<file path="src/hw/tc8_cfg.svh">
// Constants for the 8-bit timer/counter core: offsets, fields, reset values, counts
`ifndef TC8_CFG_SVH
`define TC8_CFG_SVH

// ==========================================================================
// Register byte offsets on APB
`define TC8_OFS_CTRL_A     8'h00
`define TC8_OFS_CTRL_B     8'h04
`define TC8_OFS_COUNT      8'h08
`define TC8_OFS_CMP_A      8'h0C
`define TC8_OFS_CMP_B      8'h10
`define TC8_OFS_FLAG       8'h14
`define TC8_OFS_MASK       8'h18

// ==========================================================================
// Field positions
`define TC8_CA_WGM_LO      0
`define TC8_CA_WGM_HI      1
`define TC8_CA_OUTEN_B     5
`define TC8_CA_OUTEN_A     7
`define TC8_CB_CS_LO       0
`define TC8_CB_CS_HI       2
`define TC8_CB_WGM2        3
`define TC8_FLG_OVF        0
`define TC8_FLG_MA         1
`define TC8_FLG_MB         2

// ==========================================================================
// Reset values and counter extremes
`define TC8_RST_BYTE       8'h00
`define TC8_RST_FLAGS      3'h0
`define TC8_BOTTOM         8'h00
`define TC8_MAX            8'hFF
`define TC8_ONE            8'h01

// ==========================================================================
// Clock select codes and prescaler taps
`define TC8_CS_STOP        3'h0
`define TC8_CS_DIV1        3'h1
`define TC8_CS_DIV8        3'h2
`define TC8_CS_DIV64       3'h3
`define TC8_CS_DIV256      3'h4
`define TC8_CS_DIV1024     3'h5
`define TC8_CS_EXT_FALL    3'h6
`define TC8_CS_EXT_RISE    3'h7
`define TC8_TAP8           3'h7
`define TC8_TAP64          6'h3F
`define TC8_TAP256         8'hFF
`define TC8_TAP1024        10'h3FF
`define TC8_PRESC_RST      10'h000

`endif

</file>
<file path="src/hw/tc8_pkg.sv">
// Types shared by the timer/counter core modules
package tc8_pkg;

  // ========================================================================
  // Waveform mode codes
  typedef enum logic [2:0] {
    TC8_WGM_NORMAL   = 3'b000,
    TC8_WGM_PC_MAX   = 3'b001,
    TC8_WGM_CTC      = 3'b010,
    TC8_WGM_FAST_MAX = 3'b011,
    TC8_WGM_RSV4     = 3'b100,
    TC8_WGM_PC_CMPA  = 3'b101,
    TC8_WGM_RSV6     = 3'b110,
    TC8_WGM_FAST_CMPA= 3'b111
  } tc8_wgm_type;

  // ========================================================================
  // Compare unit controls from the counter
  typedef struct packed {
    logic       tick;
    logic       block;
    logic       pwm;
    logic       load;
    logic       fast;
    logic       down;
    logic       wave_set;
    logic [7:0] count;
  } tc8_cmp_ctl_type;

  // Compare unit state
  typedef struct packed {
    logic [7:0] buf_val;
    logic [7:0] act_val;
    logic       oc;
  } tc8_cmp_st_type;

  // Tick selector state
  typedef struct packed {
    logic       sync1;
    logic       sync2;
    logic       prev;
    logic [9:0] presc;
  } tc8_tick_st_type;

endpackage : tc8_pkg

</file>
<file path="src/hw/tc8_tick_sel.sv">
// Timer tick source: prescaler taps or synchronised external count pin edges
`timescale 1ns/10ps
`include "tc8_cfg.svh"
module tc8_tick_sel (
  input  wire logic       pclk,
  input  wire logic       presetn,
  input  wire logic [2:0] clock_select_field,
  input  wire logic       external_count_pin,
  output logic            timer_tick
);
  import tc8_pkg::*;

  tc8_tick_st_type st_ff;
  tc8_tick_st_type nxt_st;

  // Synchronise pin, track last level, run the prescaler while a source is chosen
  always_comb begin
    nxt_st       = st_ff;
    nxt_st.sync1 = external_count_pin;
    nxt_st.sync2 = st_ff.sync1;
    nxt_st.prev  = st_ff.sync2;
    if (clock_select_field == `TC8_CS_STOP) begin
      nxt_st.presc = `TC8_PRESC_RST;
    end else begin
      nxt_st.presc = st_ff.presc + 10'h001;
    end
  end

  // Source and edge choice; stop code gives no tick
  always_comb begin
    unique case (clock_select_field)
      `TC8_CS_STOP:     timer_tick = 1'b0;
      `TC8_CS_DIV1:     timer_tick = 1'b1;
      `TC8_CS_DIV8:     timer_tick = (st_ff.presc[2:0] == `TC8_TAP8);
      `TC8_CS_DIV64:    timer_tick = (st_ff.presc[5:0] == `TC8_TAP64);
      `TC8_CS_DIV256:   timer_tick = (st_ff.presc[7:0] == `TC8_TAP256);
      `TC8_CS_DIV1024:  timer_tick = (st_ff.presc == `TC8_TAP1024);
      `TC8_CS_EXT_FALL: timer_tick = st_ff.prev & ~st_ff.sync2;
      `TC8_CS_EXT_RISE: timer_tick = ~st_ff.prev & st_ff.sync2;
    endcase
  end

  // State register
  always_ff @(posedge pclk or negedge presetn) begin
    if (!presetn) begin
      st_ff <= '0;
    end else begin
      st_ff <= nxt_st;
    end
  end

endmodule : tc8_tick_sel

</file>
<file path="src/hw/tc8_cmp_unit.sv">
// One compare unit: buffered compare value, match detect, compare output level
`timescale 1ns/10ps
`include "tc8_cfg.svh"
module tc8_cmp_unit (
  input  wire logic                     pclk,
  input  wire logic                     presetn,
  input  wire logic                     wr_en,
  input  wire logic [7:0]               wr_data,
  input  wire tc8_pkg::tc8_cmp_ctl_type ctl,
  output logic [7:0]                    buf_val,
  output logic [7:0]                    act_val,
  output logic                          match_set,
  output logic                          compare_out
);
  import tc8_pkg::*;

  tc8_cmp_st_type st_ff;
  tc8_cmp_st_type nxt_st;
  logic           hit;

  // Continuous equality; flag set at the tick that follows, unless a count write blocks it
  assign hit       = (ctl.count == st_ff.act_val);
  assign match_set = ctl.tick & hit & ~ctl.block;

  // Buffer in PWM modes, direct update otherwise; output follows matches
  always_comb begin
    nxt_st = st_ff;
    if (wr_en) begin
      nxt_st.buf_val = wr_data;
      if (!ctl.pwm) begin
        nxt_st.act_val = wr_data;
      end
    end
    if (ctl.pwm && ctl.load) begin
      nxt_st.act_val = st_ff.buf_val;
    end
    if (ctl.wave_set) begin
      nxt_st.oc = 1'b1;
    end else if (match_set) begin
      if (!ctl.pwm) begin
        nxt_st.oc = ~st_ff.oc;
      end else if (ctl.fast) begin
        nxt_st.oc = 1'b0;
      end else begin
        nxt_st.oc = ctl.down;
      end
    end
  end

  // State register
  always_ff @(posedge pclk or negedge presetn) begin
    if (!presetn) begin
      st_ff <= '0;
    end else begin
      st_ff <= nxt_st;
    end
  end

  assign buf_val     = st_ff.buf_val;
  assign act_val     = st_ff.act_val;
  assign compare_out = st_ff.oc;

endmodule : tc8_cmp_unit

</file>
<file path="src/hw/tc8_timer8_counter_core.sv">
// 8-bit timer/counter core with APB registers, two compare units and three flags
//
// Operation
// - Two compare units, three interrupt sources.
// - Count and compare registers are 8 bits.
// - Requests appear as flags, each individually masked.
// - Tick from prescaler or external pin edge.
// - Three-bit clock select in control B.
// - Select zero stops counter, value held.
// - Buffered compare values compared every cycle.
// - Compare result drives waveform output pins.
// - Bottom is 0x00, max is 0xFF.
// - Top is 0xFF or compare A.
// - Tick clears, increments or decrements the count.
// - Clear zeroes count; top/bottom indications exist.
// - Software reads/writes count anytime.
// - Software count write beats clear/count.
// - Mode bits split across both control registers.
// - Overflow flag set per mode, maskable request.
// - Mode 0 wraps, overflow with zero.
// - Mode 2 clears on compare A match.
// - Match flag set next tick; ack/write-one clears.
// - Count write blocks next-tick compare match.
//
// The register addresses and register access over APB are this design's own decisions.
`timescale 1ns/10ps
`include "tc8_cfg.svh"
module tc8_timer8_counter_core (
  input  wire logic        pclk,
  input  wire logic        presetn,
  input  wire logic        psel,
  input  wire logic        penable,
  input  wire logic        pwrite,
  input  wire logic [7:0]  paddr,
  input  wire logic [31:0] pwdata,
  output logic [31:0]      prdata,
  output logic             pready,
  output logic             pslverr,
  input  wire logic        external_count_pin,
  input  wire logic [2:0]  irq_ack,
  output logic [2:0]       irq_req,
  output logic             compare_out_a_pin,
  output logic             compare_out_b_pin,
  output logic             compare_out_a_en,
  output logic             compare_out_b_en
);
  import tc8_pkg::*;

  // ========================================================================
  // State
  typedef struct packed {
    logic [7:0]  count_value_reg;
    logic        down;
    logic [7:0]  timer_control_a_reg;
    logic [7:0]  timer_control_b_reg;
    logic [2:0]  timer_flag_reg;
    logic [2:0]  timer_mask_reg;
    logic        block;
    logic [31:0] rdata;
  } tc8_core_st_type;

  tc8_core_st_type st_ff;
  tc8_core_st_type nxt_st;

  logic            timer_tick;
  logic [2:0]      clock_select_field;
  tc8_wgm_type     waveform_mode_field;
  logic            mode_pwm;
  logic            mode_fast;
  logic            mode_pc;
  logic [7:0]      top_val;
  logic            at_top;
  logic            at_bottom;
  logic            at_max;
  logic            wr_acc;
  logic            rd_setup;
  logic            addr_hit;
  logic            wr_count;
  logic            wr_cmp_a;
  logic            wr_cmp_b;
  logic            ovf_set;
  logic            ma_set;
  logic            mb_set;
  logic [2:0]      flag_clr;
  logic [7:0]      cmp_a_buf;
  logic [7:0]      cmp_a_act;
  logic [7:0]      cmp_b_buf;
  logic [7:0]      cmp_b_act;
  logic [31:0]     rd_mux;
  tc8_cmp_ctl_type cmp_ctl;

  // ========================================================================
  // Mode decode
  //   0, 4, 6: count up, max wraps
  //   1: phase correct, top at max
  //   2: clear on compare A match
  //   3: fast PWM, top at max
  //   5: phase correct, top is A
  //   7: fast PWM, top is A
  //   Bit 2 in control B, 1:0 in A
  assign clock_select_field  = st_ff.timer_control_b_reg[`TC8_CB_CS_HI:`TC8_CB_CS_LO];
  assign waveform_mode_field = tc8_wgm_type'({st_ff.timer_control_b_reg[`TC8_CB_WGM2],
                                 st_ff.timer_control_a_reg[`TC8_CA_WGM_HI:`TC8_CA_WGM_LO]});
  assign mode_fast = (waveform_mode_field == TC8_WGM_FAST_MAX) ||
                     (waveform_mode_field == TC8_WGM_FAST_CMPA);
  assign mode_pc   = (waveform_mode_field == TC8_WGM_PC_MAX) ||
                     (waveform_mode_field == TC8_WGM_PC_CMPA);
  assign mode_pwm  = mode_fast | mode_pc;

  // Top, bottom and max indications
  // Modes with bit 2 set take A as top
  assign top_val   = waveform_mode_field[2] ? cmp_a_act : `TC8_MAX;
  assign at_top    = (st_ff.count_value_reg == top_val);
  assign at_bottom = (st_ff.count_value_reg == `TC8_BOTTOM);
  assign at_max    = (st_ff.count_value_reg == `TC8_MAX);

  // ========================================================================
  // APB decode; zero wait states
  //   0x00 control A, 0x04 control B
  //   0x08 count, 0x0C/0x10 compare
  //   0x14 flags, write one clears
  //   0x18 mask, same bit order
  //   Others: error, read zero
  //   Upper data bits read zero
  //   Read data caught in setup,
  //   stands through access
  assign pready   = 1'b1;
  assign wr_acc   = psel & penable & pwrite;
  assign rd_setup = psel & ~penable & ~pwrite;
  always_comb begin
    addr_hit = 1'b1;
    rd_mux   = 32'h0000_0000;
    unique case (paddr)
      `TC8_OFS_CTRL_A: rd_mux[7:0] = st_ff.timer_control_a_reg;
      `TC8_OFS_CTRL_B: rd_mux[7:0] = st_ff.timer_control_b_reg;
      `TC8_OFS_COUNT:  rd_mux[7:0] = st_ff.count_value_reg;
      `TC8_OFS_CMP_A:  rd_mux[7:0] = cmp_a_buf;
      `TC8_OFS_CMP_B:  rd_mux[7:0] = cmp_b_buf;
      `TC8_OFS_FLAG:   rd_mux[2:0] = st_ff.timer_flag_reg;
      `TC8_OFS_MASK:   rd_mux[2:0] = st_ff.timer_mask_reg;
      default:         addr_hit    = 1'b0;
    endcase
  end
  assign pslverr  = psel & penable & ~addr_hit;
  assign prdata   = st_ff.rdata;
  assign wr_count = wr_acc & (paddr == `TC8_OFS_COUNT);
  assign wr_cmp_a = wr_acc & (paddr == `TC8_OFS_CMP_A);
  assign wr_cmp_b = wr_acc & (paddr == `TC8_OFS_CMP_B);

  // ========================================================================
  // Overflow condition per mode
  //   Phase correct: bottom, down
  //   Fast PWM: wrap at top
  //   Others: wrap from max
  //   All on a tick only
  always_comb begin
    if (mode_pc) begin
      ovf_set = timer_tick & at_bottom & st_ff.down;
    end else if (mode_fast) begin
      ovf_set = timer_tick & at_top;
    end else begin
      ovf_set = timer_tick & at_max;
    end
  end

  // Write-one or interrupt acknowledge clears a flag
  // Acknowledge is a one-cycle pulse
  assign flag_clr = irq_ack | ((wr_acc && paddr == `TC8_OFS_FLAG) ? pwdata[2:0] : 3'h0);

  // ========================================================================
  // Next state: registers, counter, flags, read data
  // Writes land in the access cycle
  always_comb begin
    nxt_st = st_ff;
    if (rd_setup) begin
      nxt_st.rdata = rd_mux;
    end
    if (wr_acc && paddr == `TC8_OFS_CTRL_A) begin
      nxt_st.timer_control_a_reg = pwdata[7:0];
    end
    if (wr_acc && paddr == `TC8_OFS_CTRL_B) begin
      nxt_st.timer_control_b_reg = pwdata[7:0];
    end
    if (wr_acc && paddr == `TC8_OFS_MASK) begin
      nxt_st.timer_mask_reg = pwdata[2:0];
    end
    // Block survives until the next tick has passed
    // Stopped timer keeps it armed, so a
    // start cannot match the new value
    if (wr_count) begin
      nxt_st.block = 1'b1;
    end else if (timer_tick) begin
      nxt_st.block = 1'b0;
    end
    // Counter: software write first, then tick action by mode
    // A write beats any tick action
    // Turning ticks step the other way,
    // so top and bottom last one tick
    if (wr_count) begin
      nxt_st.count_value_reg = pwdata[7:0];
    end else if (timer_tick) begin
      if (mode_pc) begin
        if (!st_ff.down) begin
          if (at_top) begin
            nxt_st.down            = 1'b1;
            nxt_st.count_value_reg = st_ff.count_value_reg - `TC8_ONE;
          end else begin
            nxt_st.count_value_reg = st_ff.count_value_reg + `TC8_ONE;
          end
        end else begin
          if (at_bottom) begin
            nxt_st.down            = 1'b0;
            nxt_st.count_value_reg = st_ff.count_value_reg + `TC8_ONE;
          end else begin
            nxt_st.count_value_reg = st_ff.count_value_reg - `TC8_ONE;
          end
        end
      end else if (mode_fast && at_top) begin
        nxt_st.count_value_reg = `TC8_BOTTOM;
      end else if (waveform_mode_field == TC8_WGM_CTC &&
                   st_ff.count_value_reg == cmp_a_act) begin
        nxt_st.count_value_reg = `TC8_BOTTOM;
      end else begin
        nxt_st.count_value_reg = st_ff.count_value_reg + `TC8_ONE;
      end
    end
    if (!mode_pc) begin
      nxt_st.down = 1'b0;
    end
    // Set wins over clear
    // so no event is lost to a late
    // acknowledge of the one before
    nxt_st.timer_flag_reg = (st_ff.timer_flag_reg & ~flag_clr) |
                            {mb_set, ma_set, ovf_set};
  end

  // State register
  always_ff @(posedge pclk or negedge presetn) begin
    if (!presetn) begin
      st_ff <= '0;
    end else begin
      st_ff <= nxt_st;
    end
  end

  // ========================================================================
  // Tick source
  //   Pin passes two flops first
  //   Stop code gives no tick
  tc8_tick_sel u_tick (
    .pclk               (pclk),
    .presetn            (presetn),
    .clock_select_field (clock_select_field),
    .external_count_pin (external_count_pin),
    .timer_tick         (timer_tick)
  );

  // Controls shared by both compare units
  // Buffered values load at the top
  // tick, in the PWM modes only
  always_comb begin
    cmp_ctl          = '0;
    cmp_ctl.tick     = timer_tick;
    cmp_ctl.block    = st_ff.block;
    cmp_ctl.pwm      = mode_pwm;
    cmp_ctl.load     = timer_tick & at_top;
    cmp_ctl.fast     = mode_fast;
    cmp_ctl.down     = st_ff.down;
    cmp_ctl.wave_set = timer_tick & mode_fast & at_top;
    cmp_ctl.count    = st_ff.count_value_reg;
  end

  // Two compare units
  //   One count, tick and block
  tc8_cmp_unit u_cmp_a (
    .pclk        (pclk),
    .presetn     (presetn),
    .wr_en       (wr_cmp_a),
    .wr_data     (pwdata[7:0]),
    .ctl         (cmp_ctl),
    .buf_val     (cmp_a_buf),
    .act_val     (cmp_a_act),
    .match_set   (ma_set),
    .compare_out (compare_out_a_pin)
  );

  tc8_cmp_unit u_cmp_b (
    .pclk        (pclk),
    .presetn     (presetn),
    .wr_en       (wr_cmp_b),
    .wr_data     (pwdata[7:0]),
    .ctl         (cmp_ctl),
    .buf_val     (cmp_b_buf),
    .act_val     (cmp_b_act),
    .match_set   (mb_set),
    .compare_out (compare_out_b_pin)
  );

  // Masked requests and output enables
  // Pins show the compare level
  // whether enabled or not
  assign irq_req          = st_ff.timer_flag_reg & st_ff.timer_mask_reg;
  assign compare_out_a_en = st_ff.timer_control_a_reg[`TC8_CA_OUTEN_A];
  assign compare_out_b_en = st_ff.timer_control_a_reg[`TC8_CA_OUTEN_B];

endmodule : tc8_timer8_counter_core

</file>
<file path="config.mk">
export PLATFORM = sky130hd
export DESIGN_NAME = tc8_timer8_counter_core
export DESIGN_NICKNAME = d
export VERILOG_FILES = /design/src/hw/tc8_pkg.sv /design/src/hw/tc8_tick_sel.sv /design/src/hw/tc8_cmp_unit.sv /design/src/hw/tc8_timer8_counter_core.sv
export VERILOG_INCLUDE_DIRS = /design/src /design/src/hw
export SDC_FILE = /design/constraint.sdc
export NUM_CORES = 1
export LEC_CHECK = 0
export BUFFER_PORTS_ARGS = -buffer_cell sky130_fd_sc_hd__buf_2
export CAP_MARGIN = 15
export CORE_MARGIN = 2
export CORE_UTILIZATION = 56
export CTS_BUF_LIST = sky130_fd_sc_hd__clkbuf_8
export DETAILED_ROUTE_END_ITERATION = 7
export PLACE_DENSITY = 0.78
export SETUP_SLACK_MARGIN = 0.4
export SLEW_MARGIN = 25
export SYNTH_ARGS = -nofsm -noshare
export SYNTH_HDL_FRONTEND = slang
export SYNTH_SLANG_ARGS = --single-unit
export TNS_END_PERCENT = 100
</file>
<file path="constraint.sdc">
create_clock -name pclk -period 5.46 [get_ports pclk]
set_clock_uncertainty 0.2 [all_clocks]
set_input_delay 1.092 -clock pclk [delete_from_list [all_inputs] [get_ports pclk]]
set_output_delay 1.092 -clock pclk [all_outputs]
set_load 0.05 [all_outputs]
</file>
* After elaboration in Yosys (flattened, before gate mapping)
Index checks and enable logic that the tools add are counted.
** Word-level totals
- Logic and storage cells :: 141
- Register bits after elaboration :: 87
- Output and inout port bits :: 41
- Bits of input ports :: 49
** Cells by class
- Add/subtract/negate cells :: 3
- Reductions and logical operators :: 21
- Bitwise logic cells :: 34
- Multiplexer cells :: 36
- Equality and inequality tests :: 29
** Operator list (number)
- $mux W8 :: 12
- $pmux W5 S5 :: 1
- $eq A8 B5 Y1 const B :: 3
- $eq A8 B8 Y1 :: 3
- $eq A3 B3 Y1 const B :: 7
- $pmux W3 S7 :: 1
- $and A1 B1 Y1 :: 20
- $mux W9 :: 2
- $mux W1 :: 17
- $eq A8 B4 Y1 const B :: 2
- $eq A8 B8 Y1 const B :: 2
- $logic_not A8 Y1 :: 2
- $eq A3 B2 Y1 const B :: 4
- $add A10 B1 Y10 const B :: 1
- $eq A10 B10 Y1 const B :: 1
- $mux W10 :: 1
- $reduce_bool A2 Y1 :: 5
- $add A8 B1 Y8 const B :: 1
- $eq A8 B3 Y1 const B :: 1
- $not A1 Y1 :: 8
- $pmux W1 S8 :: 1
- $sub A8 B1 Y8 const B :: 1
- $logic_and A1 B1 Y1 :: 7
- $reduce_or A7 Y1 :: 1
- 12 further kinds :: 19

* Longest topological paths before layout
Gate-level depths: netlist of run 1.
- Depth in word-level cells :: 8
- Gate-level depth with buffers :: 10
- Gate-level depth less buffers :: 9

* By module
A second synthesis of run 1 with hierarchy kept.
** Second synthesis, totals
- Cells, all modules :: 550
- Area, all modules :: 5361.4 sq um
** By module, submodules not included
- tc8_timer8_counter_core :: cells an instance 332, area each 2912.8 sq um, times used 1, seq. area each 1001.0 sq um
- tc8_cmp_unit :: cells an instance 79, area each 904.6 sq um, times used 2, seq. area each 425.4 sq um
- tc8_tick_sel :: cells an instance 60, area each 639.4 sq um, times used 1, seq. area each 325.3 sq um

* Worst setup path after synthesis of run 1
OpenSTA, ideal clock, no wires.
- Path type :: input port to output port
- Start point :: input paddr[4]
- End point :: output pslverr
- Path slack :: 1565 ps
- Arrival :: 2603 ps
- Required time :: 4168 ps
- Stages :: 4
- Buffers on the path :: 2
- Cell sequence :: buf_4 -> buf_1 -> nand3_1 -> a21oi_1
** On the way
- Cells in the longest elaborated chain, start to end :: 5
- Elaborated cells between the ends (all ways) :: 11
- Classes of those cells :: eq/ne: 6; mux: 1; bitwise: 2; reduce/logical: 2
** Ends and longest elaborated chain
- start, declared :: line tc8_timer8_counter_core.sv:34 : input wire logic [7:0] paddr,
- $eq A8 B4 Y1, or another cell as far along :: line tc8_timer8_counter_core.sv:133 : unique case (paddr)
- $reduce_or A7 Y1 (no line) (*)
- $mux W1 (*) :: line tc8_timer8_counter_core.sv:133
- $not A1 Y1 (*) :: line tc8_timer8_counter_core.sv:144 : assign pslverr = psel & penable & ~addr_hit;
- $and A1 B1 Y1 (*) :: line tc8_timer8_counter_core.sv:144
- end, declared :: line tc8_timer8_counter_core.sv:38 : output logic pslverr,
Mark *: on every way between the ends. The rest lies on a longest branch, timed or not.

* Final worst setup path of run 1
- Start point :: input paddr[0]
- End point :: register u_cmp_b.st_ff (netlist bit u_cmp_b.act_val[4])
** On the way
- Cells in the longest elaborated chain, start to end :: 4
** Ends and longest elaborated chain
- $eq A8 B5 Y1
- $and A1 B1 Y1 :: line tc8_timer8_counter_core.sv:148 : assign wr_cmp_b = wr_acc & (paddr == `TC8_OFS_CMP_B);
- $reduce_bool A2 Y1 (no line)
- $reduce_and A2 Y1 (no line)
- end signal, assigned :: line tc8_cmp_unit.sv:55 : st_ff <= nxt_st;
- end, declared :: line tc8_cmp_unit.sv:17 : tc8_cmp_st_type st_ff;
No other way between the ends.
A chain may end at the register's enable or synchronous reset.

==> metrics.csv, run 1 <==
stage;metric;value;unit
outcome;outcome;complete, no violations;
drt;vias;3832;
drt;drc;0;
placed_design;gp_congestion;0.863;
critical_path;reg2reg_depth;7;
floorplanning;start_util;58.2;%
drt;drt_pass1_iterations;5;
sta;rsz0062_at_grt;false;
global_routing;grt.overflow.total;0;
floorplanning;fp.dieArea;9930;um2
cts;cts_buffers;9;
sta;maxSlewViolCount;0;
sta;hold_violations;0;
hold_path;hold_class;reg2reg;
global_routing;grt_pass1_vias;3725;
final_layout;antenna_cells;0;
final_layout;drive_gt1_share;21.7;%
sta;fin_setup_tns;0;ns
yosys;synth_ff_type;dfrtp_1;
cts;worstSkewPairLatency;0.37;ns
yosys;yosys-top-cells-area;dfrtp_1 (43%), mux2_2 (8.6%), mux2i_1 (7.4%);
sta;hold_ws;0.158;ns
critical_path;slowest_stage;or4_4;
pwr;p_leak;2.54;nW
hold_path;holdCritStartpoint;u_tick.nxt_st[11];
yosys;ys_top_cells_by_count;dfrtp_1 (87), nor2_1 (47), mux2_2 (39), mux2i_1 (38), nand2_1 (35);
yosys;yosys.area.top_type;dfrtp_1;
floorplanning;die_height;99.6;um
yosys;synth.cell_area;5120;um2
placed_design;hpwl;7880;um
critical_path;worstReg2RegStart;cmp_ctl[0];
pwr;p_per_area;258;nW/um2
floorplanning;floorplan.rows;34;
critical_path;arrival;3.58;ns
critical_path;end_kind;register;
sta;tightest_slew;0.970;ns
hold_path;min_path_cells;0;
critical_path;regToRegEndpoint;u_cmp_a.act_val[2];
sta;period_minus_slack;3.55;ns
global_routing;grt_util_all_layers;23.8;%
cts;clk_pin_slew;0.10;ns
cts;cts_num_sinks;87;
final_layout;nets;578;
cts;hold_buffers;0;
critical_path;r2r_setup_slack;2.44;ns
floorplanning;die_w;99.6;um
global_routing;grt_antenna_before_repair;0;
yosys;syn_inst;511;
pwr;ir_drop;0.182;mV
cts;post_cts_buffers;0;
yosys;seq_area_frac_synth;42.5;%
yosys;ys_types;61;
flow_run;drv_cap;0;
yosys;ys_async_sr_fraction;100;%
sta;min_period_over_period;64.9;%
yosys;ys_ff_latch;87;
drt;wl;11100;um
hold_path;min_to;u_tick.nxt_st[10];
floorplanning;core;8810;um2
floorplanning;ioPinCount;90;
critical_path;critical_path.max_fanout;9;
cts;clock_path_buffers;2;
global_routing;grt_max_degree;88;
yosys;synth-edff-count;0;
final_layout;utilization;61.0;%
cts;cts_tree;built;
yosys;netlist.area_leader.share;42.5;%
yosys;synthMostInstantiatedCell;dfrtp_1;
drt;first_iter_violations;288;
sta;finalSetupViolations;0;
yosys;avgSynthCellArea;10.0;um2
sta;clock.fmax;0.282;GHz
cts;cts_resized;0;
critical_path;required;5.49;ns
cts;htree_num_levels;3;
global_routing;grt_pass1_wl;18600;um
cts;cts_root_buf;clkbuf_8;
critical_path;path_class;in2reg;
drt;antenna_left;0;
critical_path;path_cells;buf_2, or4_4, nor3_2, and2_1, nand3b_1, nor2_8, mux2i_1, a21oi_1;
drt;viasPerCell;6.01;
drt;routedWlPerCell;17.4;um
final_layout;fillers;715;
placed_design;port_buffers;40;
yosys;ys_warn_count;0;
critical_path;crit_path_start_kind;input port;
pwr;fin_total_pwr;1.39;mW
sta;slew_headroom;34.8;%
critical_path;slowest_delay;0.57;ns
final_layout;area_growth_syn_to_layout;4.89;%
cell usage in the layout, fill, tap and decap left out, types with 2 or more instances in the layout:
master | netlist | final
dfrtp_1 | 87 | 87
nor2_1 | 47 | 47
mux2_2 | 39 | 39
buf_2 | 7 | 39
mux2i_1 | 38 | 38
nand2_1 | 35 | 34
a21oi_1 | 25 | 25
conb_1 | 2 | 25
inv_1 | 17 | 17
o21ai_0 | 16 | 16
xnor2_1 | 12 | 12
a22oi_1 | 12 | 12
and3_1 | 10 | 10
nand3_1 | 10 | 10
nor2b_1 | 10 | 10
clkbuf_8 | 0 | 10
nor4_1 | 7 | 7
xor2_1 | 6 | 6
nand3b_1 | 6 | 6
o22ai_1 | 6 | 6
nand4_1 | 6 | 6
nor3_1 | 5 | 5
and2_1 | 5 | 5
ha_1 | 4 | 4
a211oi_1 | 3 | 3
nand2b_1 | 3 | 3
nor3b_1 | 3 | 3
mux4_2 | 3 | 3
clkinv_4 | 0 | 3
o21a_1 | 2 | 2
a31oi_1 | 2 | 2
o211ai_1 | 2 | 2
inv_6 | 0 | 2
buf_4 | 34 | 2
report_power, final:
part | internal [mW] | leakage [nW] | switching, mW
registers | 0.665 | 1.08 | 0.0430
clock network | 0.183 | 0.0935 | 0.250
logic | 0.0826 | 1.37 | 0.163
through the flow:
step	setup slack (ns)	instance area (um2)	cells
final	1.91	5370	638
after global routing	1.76	5370	638
after CTS	1.93	5360	638
after detailed placement	1.54	5170	622
after global placement	1.63	5170	622
after floorplan	1.56	5210	534
state kept, by name, summed over array words and instances, names as in the netlist:
register,count
clock_select_field,3
cmp_ctl,10
compare_out_a_en,1
compare_out_b_en,1
prdata,8
st_ff,17
u_cmp_a.act_val,8
u_cmp_a.buf_val,8
u_cmp_a.compare_out,1
u_cmp_b.act_val,8
u_cmp_b.buf_val,8
u_cmp_b.compare_out,1
u_tick.nxt_st,2
u_tick.st_ff,11
cell type report:
type	instances	area, um2	area share [%]
clock buffer	10	138	2.56
tap	108	135	2.52
sequential	87	2180	40.5
clock inverter	6	51.3	0.955
multi-input combinational	368	2580	48.1
timing repair buffer	42	221	4.12
inverter	17	63.8	1.19
metal layers:
layer | GRT usage [%] | vias to the layer above | wire, um
met3 | 3.65 | 18 | 627
met2 | 37.1 | 135 | 5330
li1 | - | 1766 | -
met1 | 34.4 | 1913 | 5030
met5 | 0 | - | 0
met4 | 7.48 | 0 | 145
kinds of logic after synthesis:
family | synth area share [%]
AO/OA/AOI/OAI | 9.97
multiplexers | 17.3
adder cells (fa/ha/maj) | 0.977
other | 0.147
buffers and inverters | 8.92
flip-flops | 42.5
AND/OR/NAND/NOR | 17.1
XOR/XNOR | 3.08
critical path: cells and delay by family:
family | cells | cell delay (ns)
buf+inv | 1 | 0.10
compound gates | 1 | 0.09
simple gates | 5 | 2.04
mux | 1 | 0.24
worst max-delay path by stage:
stage              from            endpoint  slack (ns)
2_1_floorplan  paddr[4]             pslverr        1.56
3_3_place_gp   paddr[0]  u_cmp_b.act_val[2]        1.63
3_5_place_dp   paddr[0]  u_cmp_b.act_val[4]        1.54
4_1_cts        paddr[0]  u_cmp_b.act_val[4]        1.93
5_1_grt        paddr[0]  u_cmp_b.act_val[4]        1.76
6_report       paddr[0]  u_cmp_b.act_val[4]        1.91
No activity file was read; power rests on OpenSTA's default activity.
==> run 2: changes to the inputs <==
clock period = 3.28 ns   (was 5.46 ns; I/O delays follow)
==> metrics.csv, run 2 (synthesized netlist as in run 1, its figures left out) <==
stage;metric;value;unit;change
final_layout;regArea;2180;um2;unchanged
critical_path;regToRegEndpoint;u_cmp_a.act_val[3];;
cts;cts_num_sinks;87;;unchanged
pwr;swShare;30.9;%;-2.0 points
outcome;outcome;complete, no violations;;
sta;tightest_slew;0.988;ns;+0.0174 ns
global_routing;grt_pass1_vias;3956;;+6.2%
pwr;p_int;1.72;mW;+85%
hold_path;hold_class;in2async;;
sta;clock.fmax;0.379;GHz;
pwr;p_leak;2.64;nW;+3.6%
floorplanning;start_util;58.2;%;unchanged
pwr;p_switching;0.769;mW;+69%
sta;finalSetupViolations;0;;unchanged
critical_path;r2r_setup_slack;0.64;ns;-1.80 ns
floorplanning;die_w;99.6;um;unchanged
pwr;power.share.sequential;46.8;%;-4.3 points
critical_path;crit_path_start_kind;register;;
final_layout;final_cell_mix;dfrtp_1 (87), nor2_1 (47), mux2_2 (39), buf_2 (39), mux2i_1 (38);;
pwr;power_frac_clock;35.2;%;+4.0 points
global_routing;grt_pass1_wl;19500;um;+4.7%
critical_path;worstReg2RegStart;u_tick.st_ff[0];;
global_routing;grt_util_all_layers;24.7;%;+0.95 points
sta;hold_violations;0;;unchanged
pwr;ir_drop;0.371;mV;+100%
flow_run;drv_cap;0;;unchanged
cts;cts_buffers;9;;unchanged
final_layout;layout_commonest_cell;dfrtp_1;;
cts;worstSkewPairLatency;0.36;ns;about the same
critical_path;slowest_delay;0.41;ns;-0.16 ns
pwr;fin_total_pwr;2.49;mW;+79%
drt;vias;3921;;+2.3%
global_routing;grt.overflow.total;0;;unchanged
critical_path;path_class;reg2reg;;
global_routing;grtUsageMet1;34.3;%;-0.12 points
critical_path;required;3.36;ns;-2.13 ns
final_layout;fillers;713;;-0.28%
global_routing;grt.busiest_layer;met2;;
cts;cts_tree;built;;
global_routing;grtUsageMet3;3.02;%;-0.63 points
global_routing;use_met2;40.9;%;+3.8 points
critical_path;reg2reg_depth;11;;+4
sta;rsz0062_at_grt;false;;
critical_path;path_cells;ha_1, ha_1, a211oi_1, a221oi_1, a211oi_1, buf_4, nor2_1, nand2_1, buf_4, nor2_1, a21oi_1;;
drt;drc;0;;unchanged
final_layout;utilization;62.6;%;+1.6 points
floorplanning;die_height;99.6;um;unchanged
drt;routedWlPerCell;18.0;um;+2.9%
final_layout;multi_input_area;2580;um2;about the same
placed_design;hpwl;8540;um;+8.3%
sta;fin_setup_tns;0;ns;unchanged
sta;slew_headroom;33.7;%;-1.2 points
drt;drt_pass1_iterations;5;;unchanged
final_layout;nets;591;;+2.2%
sta;maxSlewViolCount;0;;unchanged
sta;min_period_over_period;80.3;%;
global_routing;grt_max_degree;47;;-47%
critical_path;slowest_stage;dfrtp_1;;
cts;post_cts_buffers;0;;unchanged
cts;cts_root_buf;clkbuf_8;;
final_layout;area_growth_syn_to_layout;7.62;%;
sta;period_minus_slack;2.64;ns;
floorplanning;ioPinCount;90;;unchanged
placed_design;gp_congestion;0.856;;-0.79%
critical_path;critical_path.max_fanout;34;;+25
critical_path;startpoint;u_tick.st_ff[0];;
pwr;p_comb_share;17.9;%;+0.2 points
sta;hold_ws;0.0656;ns;-0.0920 ns
drt;wl;11700;um;+5.0%
cts;htree_num_levels;3;;unchanged
critical_path;arrival;2.71;ns;-0.87 ns
placed_design;port_buffers;40;;unchanged
cts;clock_path_buffers;2;;unchanged
floorplanning;floorplan.rows;34;;unchanged
final_layout;regMostFlops;st_ff;;
final_layout;largest_register_ffs;17;;unchanged
drt;first_iter_violations;280;;-2.8%
drt;viasPerCell;6.02;;+0.28%
global_routing;grt_antenna_before_repair;0;;unchanged
pwr;p_per_area;452;nW/um2;+75%
drt;antenna_left;0;;unchanged
critical_path;end_kind;register;;
final_layout;drive_gt1_share;23.8;%;+2.1 points
final_layout;antenna_cells;0;;unchanged
floorplanning;fp.dieArea;9930;um2;unchanged
cts;clk_pin_slew;0.10;ns;about the same
floorplanning;core;8810;um2;unchanged
## run 2: cell count changes in the layout (fill, tap and decap cells not counted), moves of 2 or more
cell / delta
buf_4: +14
bufinv_16: +2
clkinv_4: -2
inv_8: +2
## run 2: through the flow
stage / setup slack (ns) / area, um2 / instances
6_report: 0.645 / 5510 / 651
5_1_grt: 0.440 / 5510 / 651
4_1_cts: 0.548 / 5510 / 651
3_5_place_dp: 0.436 / 5270 / 635
3_3_place_gp: 0.475 / 5270 / 635
2_1_floorplan: 0.533 / 5210 / 534
## run 2: per-layer routing
metal / part of all wire, % / vias up / wire (um)
li1: - / 1798 / -
met1: 44 / 1948 / 5160
met2: 49 / 158 / 5700
met3: 5.5 / 17 / 647
met4: 1.6 / 0 / 182
met5: 0 / - / 0
## run 2: power groups by stage
| stage | clock (mW) | combinational (mW) | sequential, mW |
|---|---|---|---|
| 5_1_grt | 0.933 | 0.481 | 1.17 |
| 3_5_place_dp | 0 | 0.441 | 1.18 |
| 6_report | 0.877 | 0.446 | 1.17 |
| 2_1_floorplan | 0 | 0.375 | 1.15 |
| 4_1_cts | 0.884 | 0.444 | 1.16 |
| 3_3_place_gp | 0 | 0.428 | 1.18 |
## run 2: worst max-delay path by stage
| stage | endpoint | cells after the start | slack [ns] |
|---|---|---|---|
| after floorplan | pslverr | 4 | 0.53 |
| after CTS | cmp_ctl[6] | 6 | 0.55 |
| after detailed placement | st_ff[35] | 6 | 0.44 |
| final | u_cmp_a.act_val[3] | 11 | 0.64 |
| after global routing | u_cmp_b.act_val[5] | 11 | 0.44 |
| after global placement | u_cmp_b.act_val[2] | 8 | 0.48 |
## run 2: cell type report
cell class	count	share of cell area, %
inverters	17	1.16
multi-input cells	368	46.9
clock buffers	10	2.50
clock inverters	6	1.82
well taps	108	2.45
repair buffers	55	5.72
flip-flops and latches	87	39.5
## run 2: timing repair
action / CTS / global route
hold buffers: 0 / 0
endpoints found under the setup margin: 0 / 4
gates resized for setup: 0 / 1
endpoints found under the hold margin: 0 / 0
## run 2: worst max-delay path: cells and delay by family, from the launching register on
kind            cells  cell delay (ns)
simple gates        3             0.20
compound gates      4             0.72
fa+ha+maj           2             0.43
buf+inv             2             0.56
flops               1             0.41
